`config.mk`:
```
export PLATFORM = sky130hd
export DESIGN_NAME = scm_match
export DESIGN_NICKNAME = d
export VERILOG_FILES = /design/src/scm_pkg.sv /design/src/scm_match.sv
export SDC_FILE = /design/constraint.sdc
export NUM_CORES = 1
export LEC_CHECK = 0
export ABC_AREA = 1
export ABC_CLOCK_PERIOD_IN_PS = 2400
export BUFFER_PORTS_ARGS = -buffer_cell sky130_fd_sc_hd__buf_2
export CAP_MARGIN = 20
export CORE_ASPECT_RATIO = 1.25
export CORE_UTILIZATION = 40
export CTS_CLUSTER_SIZE = 14
export DETAILED_ROUTE_END_ITERATION = 10
export SETUP_SLACK_MARGIN = 0.05
export SLEW_MARGIN = 20
export SYNTH_ARGS = -nofsm -noshare
export SYNTH_HDL_FRONTEND = slang
export SYNTH_SLANG_ARGS = --single-unit
```
`constraint.sdc`:
```
create_clock -name aclk -period 2.4 [get_ports aclk]
set_clock_uncertainty 0.1 [all_clocks]
set_input_delay 0.36 -clock aclk [delete_from_list [all_inputs] [get_ports aclk]]
set_output_delay 0.36 -clock aclk [all_outputs]
set_load 0.02 [all_outputs]
```
`src/scm_pkg.sv`:
```
// Overview of operation
// Four programmable match pattern registers.
// Eight-bit patterns; all bits compared.
// Software zeroes unused pattern bits.
// Pattern one is XON, two XOFF.
// Range check only when option bit 7 set.
// In range means lower <= char <= upper.
// In-range character posts special detect request.
// Range detect sets status bits 6:4 to 111.
// Range check runs beside pattern matching.
// Upper and lower bounds are inclusive.
// Range enable clear never posts range detect.
package scm_pkg;
   localparam int unsigned ADDR_W    = 12;
   localparam int unsigned IDX_W     = 10;
   localparam int unsigned CHAR_W    = 8;
   localparam int unsigned NUM_PAT   = 4;
   localparam int unsigned EVT_W     = 5;
   // Register indices; byte address is four times the index.
   localparam logic [9:0] IDX_MATCH1 = 10'h01a;
   localparam logic [9:0] IDX_MATCH2 = 10'h01b;
   localparam logic [9:0] IDX_MATCH3 = 10'h01c;
   localparam logic [9:0] IDX_MATCH4 = 10'h01d;
   localparam logic [9:0] IDX_RANGE_LO = 10'h022;
   localparam logic [9:0] IDX_RANGE_HI = 10'h023;
   localparam logic [9:0] IDX_OPT3   = 10'h030;
   localparam logic [9:0] IDX_RX_STATUS = 10'h031;
   localparam logic [9:0] IDX_EVT    = 10'h032;
   localparam logic [9:0] IDX_MASK   = 10'h033;
   // Field positions and codes.
   localparam int unsigned OPT3_RANGE_EN = 7;
   localparam int unsigned EVT_RANGE     = 4;
   localparam logic [2:0]  CODE_NONE     = 3'h0;
   localparam logic [2:0]  CODE_RANGE    = 3'h7;
   localparam logic [7:0]  CHAR_RESET    = 8'h00;
   localparam logic [4:0]  EVT_RESET     = 5'h00;
   localparam logic [1:0]  RESP_OKAY     = 2'h0;
   localparam logic [1:0]  RESP_SLVERR   = 2'h2;

   typedef struct packed {
      logic       valid;
      logic [7:0] data;
   } scm_rx_s;

   typedef struct packed {
      logic [3:0] match;
      logic       range_hit;
      logic       xon;
      logic       xoff;
      logic [2:0] code;
   } scm_hit_s;
endpackage : scm_pkg

```
`src/scm_match.sv`:
```
// Implementation choice: the AXI4-Lite register port.
module scm_match (
   // Clock and reset.
   input  wire  logic             aclk,
   input  wire  logic             aresetn,
   // Write address channel.
   input  wire  logic [11:0]      awaddr,
   input  wire  logic [2:0]       awprot,
   input  wire  logic             awvalid,
   output logic                   awready,
   // Write data channel.
   input  wire  logic [31:0]      wdata,
   input  wire  logic [3:0]       wstrb,
   input  wire  logic             wvalid,
   output logic                   wready,
   // Write response channel.
   output logic [1:0]             bresp,
   output logic                   bvalid,
   input  wire  logic             bready,
   // Read address channel.
   input  wire  logic [11:0]      araddr,
   input  wire  logic [2:0]       arprot,
   input  wire  logic             arvalid,
   output logic                   arready,
   // Read data channel.
   output logic [31:0]            rdata,
   output logic [1:0]             rresp,
   output logic                   rvalid,
   input  wire  logic             rready,
   // Received characters from the receiver.
   input  wire  scm_pkg::scm_rx_s rx,
   // Detection results and interrupt.
   output scm_pkg::scm_hit_s      hit,
   output logic                   irq
);

   logic [7:0]  pat [scm_pkg::NUM_PAT];
   logic [7:0]  range_lower_bound;
   logic [7:0]  range_upper_bound;
   logic [7:0]  channel_option_three;
   logic [7:0]  receive_data_status;
   logic [4:0]  evt;
   logic [4:0]  mask;
   logic        aw_held;
   logic        w_held;
   logic [9:0]  aw_idx;
   logic [7:0]  wbyte;
   logic        wlane0;
   logic        do_wr;
   logic        wr_ok;
   logic        ar_take;
   logic [9:0]  ar_idx;
   logic [7:0]  rd_byte;
   logic        rd_ok;
   logic        rd_clr;
   logic [3:0]  eq;
   logic        range_en;
   logic        in_rng;
   logic [2:0]  next_code;
   logic [4:0]  next_evt;

   // Write side: address and data are taken independently and held.
   assign awready = !aw_held && !bvalid;
   assign wready  = !w_held && !bvalid;
   assign do_wr   = aw_held && w_held && !bvalid;

   always_ff @(posedge aclk) begin
      if (!aresetn) begin
         aw_held <= 1'b0;
         aw_idx  <= 10'h000;
      end else if (do_wr) begin
         aw_held <= 1'b0;
      end else if (awvalid && awready) begin
         aw_held <= 1'b1;
         aw_idx  <= awaddr[11:2];
      end
   end

   always_ff @(posedge aclk) begin
      if (!aresetn) begin
         w_held <= 1'b0;
         wbyte  <= 8'h00;
         wlane0 <= 1'b0;
      end else if (do_wr) begin
         w_held <= 1'b0;
      end else if (wvalid && wready) begin
         w_held <= 1'b1;
         wbyte  <= wdata[7:0];
         wlane0 <= wstrb[0];
      end
   end

   // Unmapped addresses answer with a slave error and change nothing.
   always_comb begin
      unique case (aw_idx)
         scm_pkg::IDX_MATCH1, scm_pkg::IDX_MATCH2,
         scm_pkg::IDX_MATCH3, scm_pkg::IDX_MATCH4,
         scm_pkg::IDX_RANGE_LO, scm_pkg::IDX_RANGE_HI,
         scm_pkg::IDX_OPT3, scm_pkg::IDX_RX_STATUS,
         scm_pkg::IDX_EVT, scm_pkg::IDX_MASK: wr_ok = 1'b1;
         default: wr_ok = 1'b0;
      endcase
   end

   always_ff @(posedge aclk) begin
      if (!aresetn) begin
         bvalid <= 1'b0;
         bresp  <= scm_pkg::RESP_OKAY;
      end else if (do_wr) begin
         bvalid <= 1'b1;
         bresp  <= wr_ok ? scm_pkg::RESP_OKAY : scm_pkg::RESP_SLVERR;
      end else if (bready) begin
         bvalid <= 1'b0;
      end
   end

   // Writable registers; all bits except mask bits 7:5 are stored and read back as written.
   always_ff @(posedge aclk) begin
      if (!aresetn) begin
         for (int k = 0; k < scm_pkg::NUM_PAT; k++) begin
            pat[k] <= scm_pkg::CHAR_RESET;
         end
         range_lower_bound    <= scm_pkg::CHAR_RESET;
         range_upper_bound    <= scm_pkg::CHAR_RESET;
         channel_option_three <= scm_pkg::CHAR_RESET;
         mask                 <= scm_pkg::EVT_RESET;
      end else if (do_wr && wlane0) begin
         case (aw_idx)
            scm_pkg::IDX_MATCH1:   pat[0] <= wbyte;
            scm_pkg::IDX_MATCH2:   pat[1] <= wbyte;
            scm_pkg::IDX_MATCH3:   pat[2] <= wbyte;
            scm_pkg::IDX_MATCH4:   pat[3] <= wbyte;
            scm_pkg::IDX_RANGE_LO: range_lower_bound <= wbyte;
            scm_pkg::IDX_RANGE_HI: range_upper_bound <= wbyte;
            scm_pkg::IDX_OPT3:     channel_option_three <= wbyte;
            scm_pkg::IDX_MASK:     mask <= wbyte[4:0];
            default: ;
         endcase
      end
   end

   // Read side: the answer is registered in the cycle the address is taken.
   assign arready = !rvalid;
   assign ar_take = arvalid && arready;
   assign ar_idx  = araddr[11:2];
   assign rd_clr  = ar_take && (ar_idx == scm_pkg::IDX_EVT);

   always_comb begin
      rd_ok = 1'b1;
      unique case (ar_idx)
         scm_pkg::IDX_MATCH1:   rd_byte = pat[0];
         scm_pkg::IDX_MATCH2:   rd_byte = pat[1];
         scm_pkg::IDX_MATCH3:   rd_byte = pat[2];
         scm_pkg::IDX_MATCH4:   rd_byte = pat[3];
         scm_pkg::IDX_RANGE_LO:  rd_byte = range_lower_bound;
         scm_pkg::IDX_RANGE_HI:  rd_byte = range_upper_bound;
         scm_pkg::IDX_OPT3:      rd_byte = channel_option_three;
         scm_pkg::IDX_RX_STATUS: rd_byte = receive_data_status;
         scm_pkg::IDX_EVT:      rd_byte = {3'h0, evt};
         scm_pkg::IDX_MASK:     rd_byte = {3'h0, mask};
         default: begin
            rd_byte = 8'h00;
            rd_ok   = 1'b0;
         end
      endcase
   end

   always_ff @(posedge aclk) begin
      if (!aresetn) begin
         rvalid <= 1'b0;
         rdata  <= 32'h0000_0000;
         rresp  <= scm_pkg::RESP_OKAY;
      end else if (ar_take) begin
         rvalid <= 1'b1;
         rdata  <= {24'h00_0000, rd_byte};
         rresp  <= rd_ok ? scm_pkg::RESP_OKAY : scm_pkg::RESP_SLVERR;
      end else if (rready) begin
         rvalid <= 1'b0;
      end
   end

   // Pattern comparison uses every bit, so stray high bits never match.
   for (genvar k = 0; k < scm_pkg::NUM_PAT; k++) begin : g_cmp
      assign eq[k] = rx.valid && (rx.data == pat[k]);
   end

   // Range window runs on its own, beside the pattern compare.
   assign range_en = channel_option_three[scm_pkg::OPT3_RANGE_EN];
   assign in_rng   = rx.valid && range_en
                     && (rx.data >= range_lower_bound)
                     && (rx.data <= range_upper_bound);

   // A range hit outranks a pattern hit in the status code field.
   always_comb begin
      if (in_rng) begin
         next_code = scm_pkg::CODE_RANGE;
      end else if (eq[0]) begin
         next_code = 3'h1;
      end else if (eq[1]) begin
         next_code = 3'h2;
      end else if (eq[2]) begin
         next_code = 3'h3;
      end else if (eq[3]) begin
         next_code = 3'h4;
      end else begin
         next_code = scm_pkg::CODE_NONE;
      end
   end

   always_ff @(posedge aclk) begin
      if (!aresetn) begin
         hit <= '0;
      end else begin
         hit.match     <= eq;
         hit.range_hit <= in_rng;
         hit.xon       <= eq[0];
         hit.xoff      <= eq[1];
         hit.code      <= next_code;
      end
   end

   // The status keeps the last exception until the next one arrives.
   always_ff @(posedge aclk) begin
      if (!aresetn) begin
         receive_data_status <= scm_pkg::CHAR_RESET;
      end else if (in_rng || (|eq)) begin
         receive_data_status <= {1'b0, next_code, 4'h0};
      end
   end

   // Sticky events; a new event in the clearing cycle survives the read.
   assign next_evt = {in_rng, eq};

   always_ff @(posedge aclk) begin
      if (!aresetn) begin
         evt <= scm_pkg::EVT_RESET;
      end else begin
         evt <= (evt & ~{5{rd_clr}}) | next_evt;
      end
   end

   assign irq = |(evt & mask);
endmodule : scm_match

```
## Word-level counts from Yosys, hierarchy flattened

Memories as Yosys holds them, arrays and structs flattened.
Cells that the tools add are included.

| word-level totals | value |
|---|---|
| output and inout bits | 52 |
| input bits | 82 |
| RAM bits | 32 |
| bits in registers | 82 |
| memories | 1 |
| logic and storage cells | 127 |

| cells by class | value |
|---|---|
| reduce and logical (&&, ||, !) cells | 34 |
| bitwise logic cells | 10 |
| $lt $le $gt $ge | 2 |
| equal/unequal tests | 24 |
| multiplexer cells | 35 |

Memory list:

| name | words | bits a word | read ports | clocked after memory_dff | wr ports | RTL line | source |
|---|---|---|---|---|---|---|---|
| pat | 4 | 8 | 4 | 0 | 4 | scm_match.sv:37 | `logic [7:0] pat [scm_pkg::NUM_PAT];` |

Operators with widths:

| cell | number |
|---|---|
| equality test 10 x 6 -> 1 bit (second input constant) | 12 |
| equality test 10 x 5 -> 1 bit (second input constant) | 8 |
| one-hot mux 8 bit (10 select lines) | 1 |
| equality test 8 bit | 4 |
| 2-to-1 mux 8 bit | 4 |
| 2-to-1 mux 1 bit | 23 |
| OR reduction 10 bit | 2 |
| logical AND 1 bit | 16 |
| 2-to-1 mux 3 bit | 5 |
| AND reduction 2 bit | 6 |
| AND 5 bit | 2 |
| greater-or-equal comparator 8 bit | 1 |
| less-or-equal comparator 8 bit | 1 |
| NOT 5 bit | 1 |
| OR 5 bit | 1 |
| OR reduction 5 bit | 1 |
| logical NOT 1 bit | 4 |
| 2-to-1 mux 2 bit | 2 |
| OR 1 bit | 4 |
| nonzero test 2 bit | 2 |
| OR reduction 4 bit | 1 |
| NOT 1 bit | 2 |
| OR reduction 2 bit | 1 |
| logical OR 1 bit | 1 |

## Logic depth before layout (Yosys ltp)

An unclocked memory read counts as a cell.

| depth | value |
|---|---|
| depth in word-level cells | 8 |
| depth in mapped cells | 13 |

## Least setup slack after synthesis

OpenSTA, ideal clock, no wires.

| path | value |
|---|---|
| path kind | flip-flop to flip-flop |
| start | register aw_idx[9] |
| end | memory pat[1][0] (enable) |
| data required time | 1.971 ns |
| path buffers | 1 |
| arrival time | 1.283 ns |
| cell stages (with the launch flop) | 6 |
| path slack | 0.688 ns |
| cell sequence | dfxtp_1 -> or2_1 -> buf_2 -> nor3_1 -> nand2_1 -> nand2_1 |

RTL lines:

| item | RTL line | source |
|---|---|---|
| start: declaration | scm_match.sv:46 | `logic [9:0] aw_idx;` |
| start signal: assignment | scm_match.sv:75 | `aw_idx <= awaddr[11:2];` |
| end: declaration | scm_match.sv:37 |  |

## Final worst setup path

| path | value |
|---|---|
| start | register range_lower_bound[2] |
| end | register receive_data_status[5] |

| on the way | value |
|---|---|
| cells in the longest elaborated chain, start to end | 4 |
| elaborated cells between the ends (all ways) | 5 |
| those cells by class | order compare (1); mux (1); reduce/logical (3) |

Ends and longest elaborated chain:

| item | RTL line | source |
|---|---|---|
| start: declaration | scm_match.sv:38 | `logic [7:0] range_lower_bound;` |
| start signal: assignment | scm_match.sv:123 | `range_lower_bound <= scm_pkg::CHAR_RESET;` |
| start signal: assignment | scm_match.sv:133 | `scm_pkg::IDX_RANGE_LO: range_lower_bound <= wbyte;` |
| greater-or-equal comparator 8 bit * | scm_match.sv:190 | `&& (rx.data >= range_lower_bound)` |
| logical AND 1 bit * | scm_match.sv:190 |  |
| logical AND 1 bit * | scm_match.sv:191 | `&& (rx.data <= range_upper_bound);` |
| 2-to-1 mux 3 bit / logical OR 1 bit (equally long branches) | scm_match.sv:195, scm_match.sv:226 |  |
| end signal: assignment | scm_match.sv:225 | `receive_data_status <= scm_pkg::CHAR_RESET;` |
| end signal: assignment | scm_match.sv:227 | `receive_data_status <= {1'b0, next_code, 4'h0};` |
| end: declaration | scm_match.sv:41 | `logic [7:0] receive_data_status;` |

Every way passes the cells marked *; elsewhere a longest branch is shown, timed or not.
A chain may end at the register's enable or synchronous reset.

==> results list <==
* Result of the run: finished clean
* Dpl cells: ~1,200
- Buffers inserted during clock tree synthesis total 9.
* Count of flip-flops with a built-in enable after synthesis: 32
- Width of the die: 114.6 um
- STA classifies the critical path endpoint as a register.
* Global routing usage on met2: about two fifths
- Pins over their slew limit: 0
- The clock network burns a little under two fifths of the power.
- Across the run, the number of max-cap violations was 0.
* Flip-flop and latch count after synthesis: between 100 and 150
- Total inserted antenna cells: 0
* Final std cell area, no fill: between 7000 and 8000 um^2
* Pwr/cell area: about 570 nW/um^2
- Internal power: between 2 and 3 mW
* DRC: 0
- Setup violations remaining at the end of the flow were counted as 0.
- Timing would allow up to between 400 and 500 MHz.
- Number of global-route vias before repair: about 5,500
- Start point of the critical path: range_lower_bound[2]
- After detailed routing, the number of vias per cell comes to about 4.9.
- I/O pin total: about 130
* Portion of the post-synthesis area used by sequential elements: roughly two fifths
- STA puts the critical path data arrival time at roughly 2.2 ns.
- Die Area: around 16,000 um^2
- Initial antenna violation count: 0
* Final period demand of the worst path: a little over 2 ns
- On the critical path, the stage with the largest delay is an instance of sky130_fd_sc_hd__dfxtp_1.
- In the final timing run, aggregate negative setup slack is 0 ns.
- In this run the most used layer during global routing was met2.
- Per report_power, the sequential group accounts for around half of the total.
- The setup check on the worst reg-to-reg path leaves a slack of ~0.38 ns.
- Global-route wire length before repair: 29,100 um
* Peak supply drop: ~0.45 mV
- Summed over all cells, the static leakage comes to between 3 and 4 nW.
- The floorplan has 51 rows.
- After global routing the overflow that remains totals 0.
- Avg Cell Area, Syn: ~6.9 um^2
- The region available for standard cell placement spans roughly 16,000 um^2.
* Crit start category: register
- The share of total power dissipated in combinational logic is about 13%.
* Count of cells resized by post-cts repair: 0
- Dividing the detail-routed wire length by the instance count gives 15.20 um.
- Origin of the worst min-delay path: awaddr[11]
* Crit path top cell by count: sky130_fd_sc_hd__nand2_1
- The detail route stage leaves a number of antenna-violating nets equal to 0.
* Share of flip-flops with an asynchronous set or reset: 0%
- Summed instance area of the synthesized netlist: ~6300 um^2
- Number of clock sinks seen by CTS: 110
* Count of buffers from port buffering: 70
- The H-tree was split into 3 levels.
* Share of final-layout standard cells stronger than drive strength 1: between 10% and 20%
* Overall fraction of global-route tracks in use: 23.90%
- Starting DRC count in detailed routing: between 300 and 400
- Initial Utilization: slightly above 40%
- In the global route stage, met3 resource usage came out at roughly 3.3%.
* Count of vias placed by the detailed router: around 5,900
- Final Net Count: about 1,100
* Crit path required time: about 2.6 ns
- Maximum cell stage delay along the critical path: ~0.47 ns
* RSZ-0062 raised after global routing: false
- Cell chain of the critical path: inv_1 -> ha_1 -> nand2_1 -> inv_1 -> nand2_1 -> nand2_1 -> nand2_1 -> nand3_1 -> nand3_1 -> a21oi_1 -> inv_1 -> nand2_1
- In the synthesized netlist, the number of instances is about 910.
* Hold slack final: approximately 0.14 ns
- # fillers: ~1,600
* Synthesis-to-layout area growth: 13.45%
* Placed Instance Area: roughly 6900 um^2
- Global-route met1 utilization: 28.96%
- Slew at the pin with the worst max-slew slack: around 0.58 ns
- The worst register-to-register path begins at range_lower_bound[2].
* CTS Buffer Depth: 2
* Worst hold path class: in2reg
- At the end of routability-driven placement, the weighted congestion stood at 0.9522.
- Clock-pin slew on the worst setup and hold paths: around 0.080 ns
- Count of placed standard cells in the final layout, fillers left out: roughly 1,200
- Number of setup buffers added after CTS: 0
* Synth cell types: 41
- Ratio of final minimum period to clock period: a little over four fifths
- Clock network latency to the later pin of the worst-skew pair: about 0.36 ns
* Estimated wirelength of the detail-placed design: between 10,000 and 15,000 um
- Number of iterations in the first detailed-routing pass: 5
- TritonCTS clock tree: done
* Total length of routed wires: between 15,000 and 20,000 um
- The count of final hold-check violations came to 0.
* Cell at the root of the clock tree: sky130_fd_sc_hd__clkbuf_16
* Vert. Die Dim: ~140 um
* Maximum number of pins on one net before global-route repair: 46
* Relative slew margins: roughly three fifths
- Warnings, synthesis: 0
- Switching Share: 28.90%
* Peak fanout along the critical path: 6
* Cts-stage hold buffer count: 0
- Switching power: approximately 1.2 mW
* Synth Flop Type: sky130_fd_sc_hd__dfxtp_1
- The critical path is of the reg2reg type.
-- cells in the final DEF, fill, tap and decap left out, types with 16 or more instances in the layout --
cell type and n:
sky130_fd_sc_hd__nor2_1 165, sky130_fd_sc_hd__nand4_1 21, sky130_fd_sc_hd__a21oi_1 51, sky130_fd_sc_hd__o21ai_0 45, sky130_fd_sc_hd__edfxtp_1 32, sky130_fd_sc_hd__nand2_1 202, sky130_fd_sc_hd__inv_1 108, sky130_fd_sc_hd__conb_1 26
sky130_fd_sc_hd__dfxtp_1 78, sky130_fd_sc_hd__buf_2 70, sky130_fd_sc_hd__nand3_1 78, sky130_fd_sc_hd__ha_1 16
-- worst paths after layout --
path	end	cells after the start
worst max-delay path	receive_data_status[5]	12
worst min-delay path	aw_idx[9]	3
worst max register to register	receive_data_status[5]	12
worst min register to register	rdata[0]	2
-- power by group through the flow --
| stage | combinational [mW] | clock, mW | sequential, mW |
|---|---|---|---|
| CTS | 0.518 | 1.60 | 2.01 |
| finish | 0.518 | 1.57 | 2.01 |
| detailed placement | 0.517 | 0 | 2.05 |
| floorplan | 0.374 | 0 | 2.04 |
| global placement | 0.516 | 0 | 2.05 |
| global route | 0.585 | 1.67 | 2.02 |
-- cell families (layout without fill, tap and decap cells) --
| kind of cell | count (synthesis) | after routing | synth area share (%) |
|---|---|---|---|
| simple gates | 497 | 497 | 33.77 |
| buf+inv | 162 | 213 | 11.51 |
| compound gates | 122 | 122 | 10.86 |
| flops | 110 | 110 | 39.81 |
| fa+ha+maj | 16 | 16 | 3.160 |
| xor+xnor | 6 | 6 | 0.8294 |
| other cells | 1 | 26 | 0.05918 |
-- flip-flops by register name, summed over array words and instances, names as in the netlist --
name                  flops
channel_option_three      8
aw_held                   1
receive_data_status       3
range_lower_bound         8
range_upper_bound         8
wbyte                     8
rvalid                    1
bvalid                    1
rdata                     8
pat                      32
mask                      5
bresp                     1
aw_idx                   10
wlane0                    1
rresp                     1
evt                       5
w_held                    1
hit                       8
-- synth_stat cells, drive strengths merged (16+ instances only) --
| master | n | area [um^2] |
|---|---|---|
| dfxtp | 78 | 1562 |
| ha | 16 | 200.2 |
| a21oi | 51 | 255.2 |
| buf | 35 | 251.5 |
| inv | 109 | 409.1 |
| nand2 | 203 | 764.5 |
| nand4 | 21 | 131.4 |
| o21ai | 45 | 225.2 |
| a211oi | 17 | 137.6 |
| edfxtp | 32 | 960.9 |
| clkbuf | 16 | 61.30 |
| nand3 | 78 | 390.4 |
| nor2 | 171 | 671.9 |
-- through the flow --
step	setup WS [ns]	total power, mW	utilization (%)
after global placement	0.2512	2.568	44.28
final	0.3835	4.100	46.36
after global routing	0.1953	4.275	46.36
after detailed placement	0.2638	2.571	44.28
after floorplan	0.6878	2.419	-
after CTS	0.3712	4.126	46.36
-- layer usage --
metal | vias up | wire length, um
met4 | 0 | 908
li1 | 3064 | -
met3 | 46 | 982
met5 | - | 0
met1 | 2617 | 7603
met2 | 189 | 8780
-- critical path, delay by kind of cell (launching register included) --
kind | cells | cell delay (ns)
AND/OR/NAND/NOR | 7 | 0.65
AO/OA/AOI/OAI | 1 | 0.28
flip-flops | 1 | 0.47
adder cells (fa/ha/maj) | 1 | 0.28
buffers and inverters | 3 | 0.19
-- final cells by class --
cell class	instances	area, um^2	share of cell area [%]
Clock inverter	6	72.57	1.010
Tap cell	212	265.3	3.690
Timing Repair Buffer	86	483.0	6.719
Inverter	111	416.7	5.796
Multi-Input combinational cell	667	3178	44.21
Clock buffer	10	250.2	3.481
Sequential cell	110	2522	35.09
No activity file was read; power rests on OpenSTA's default activity.
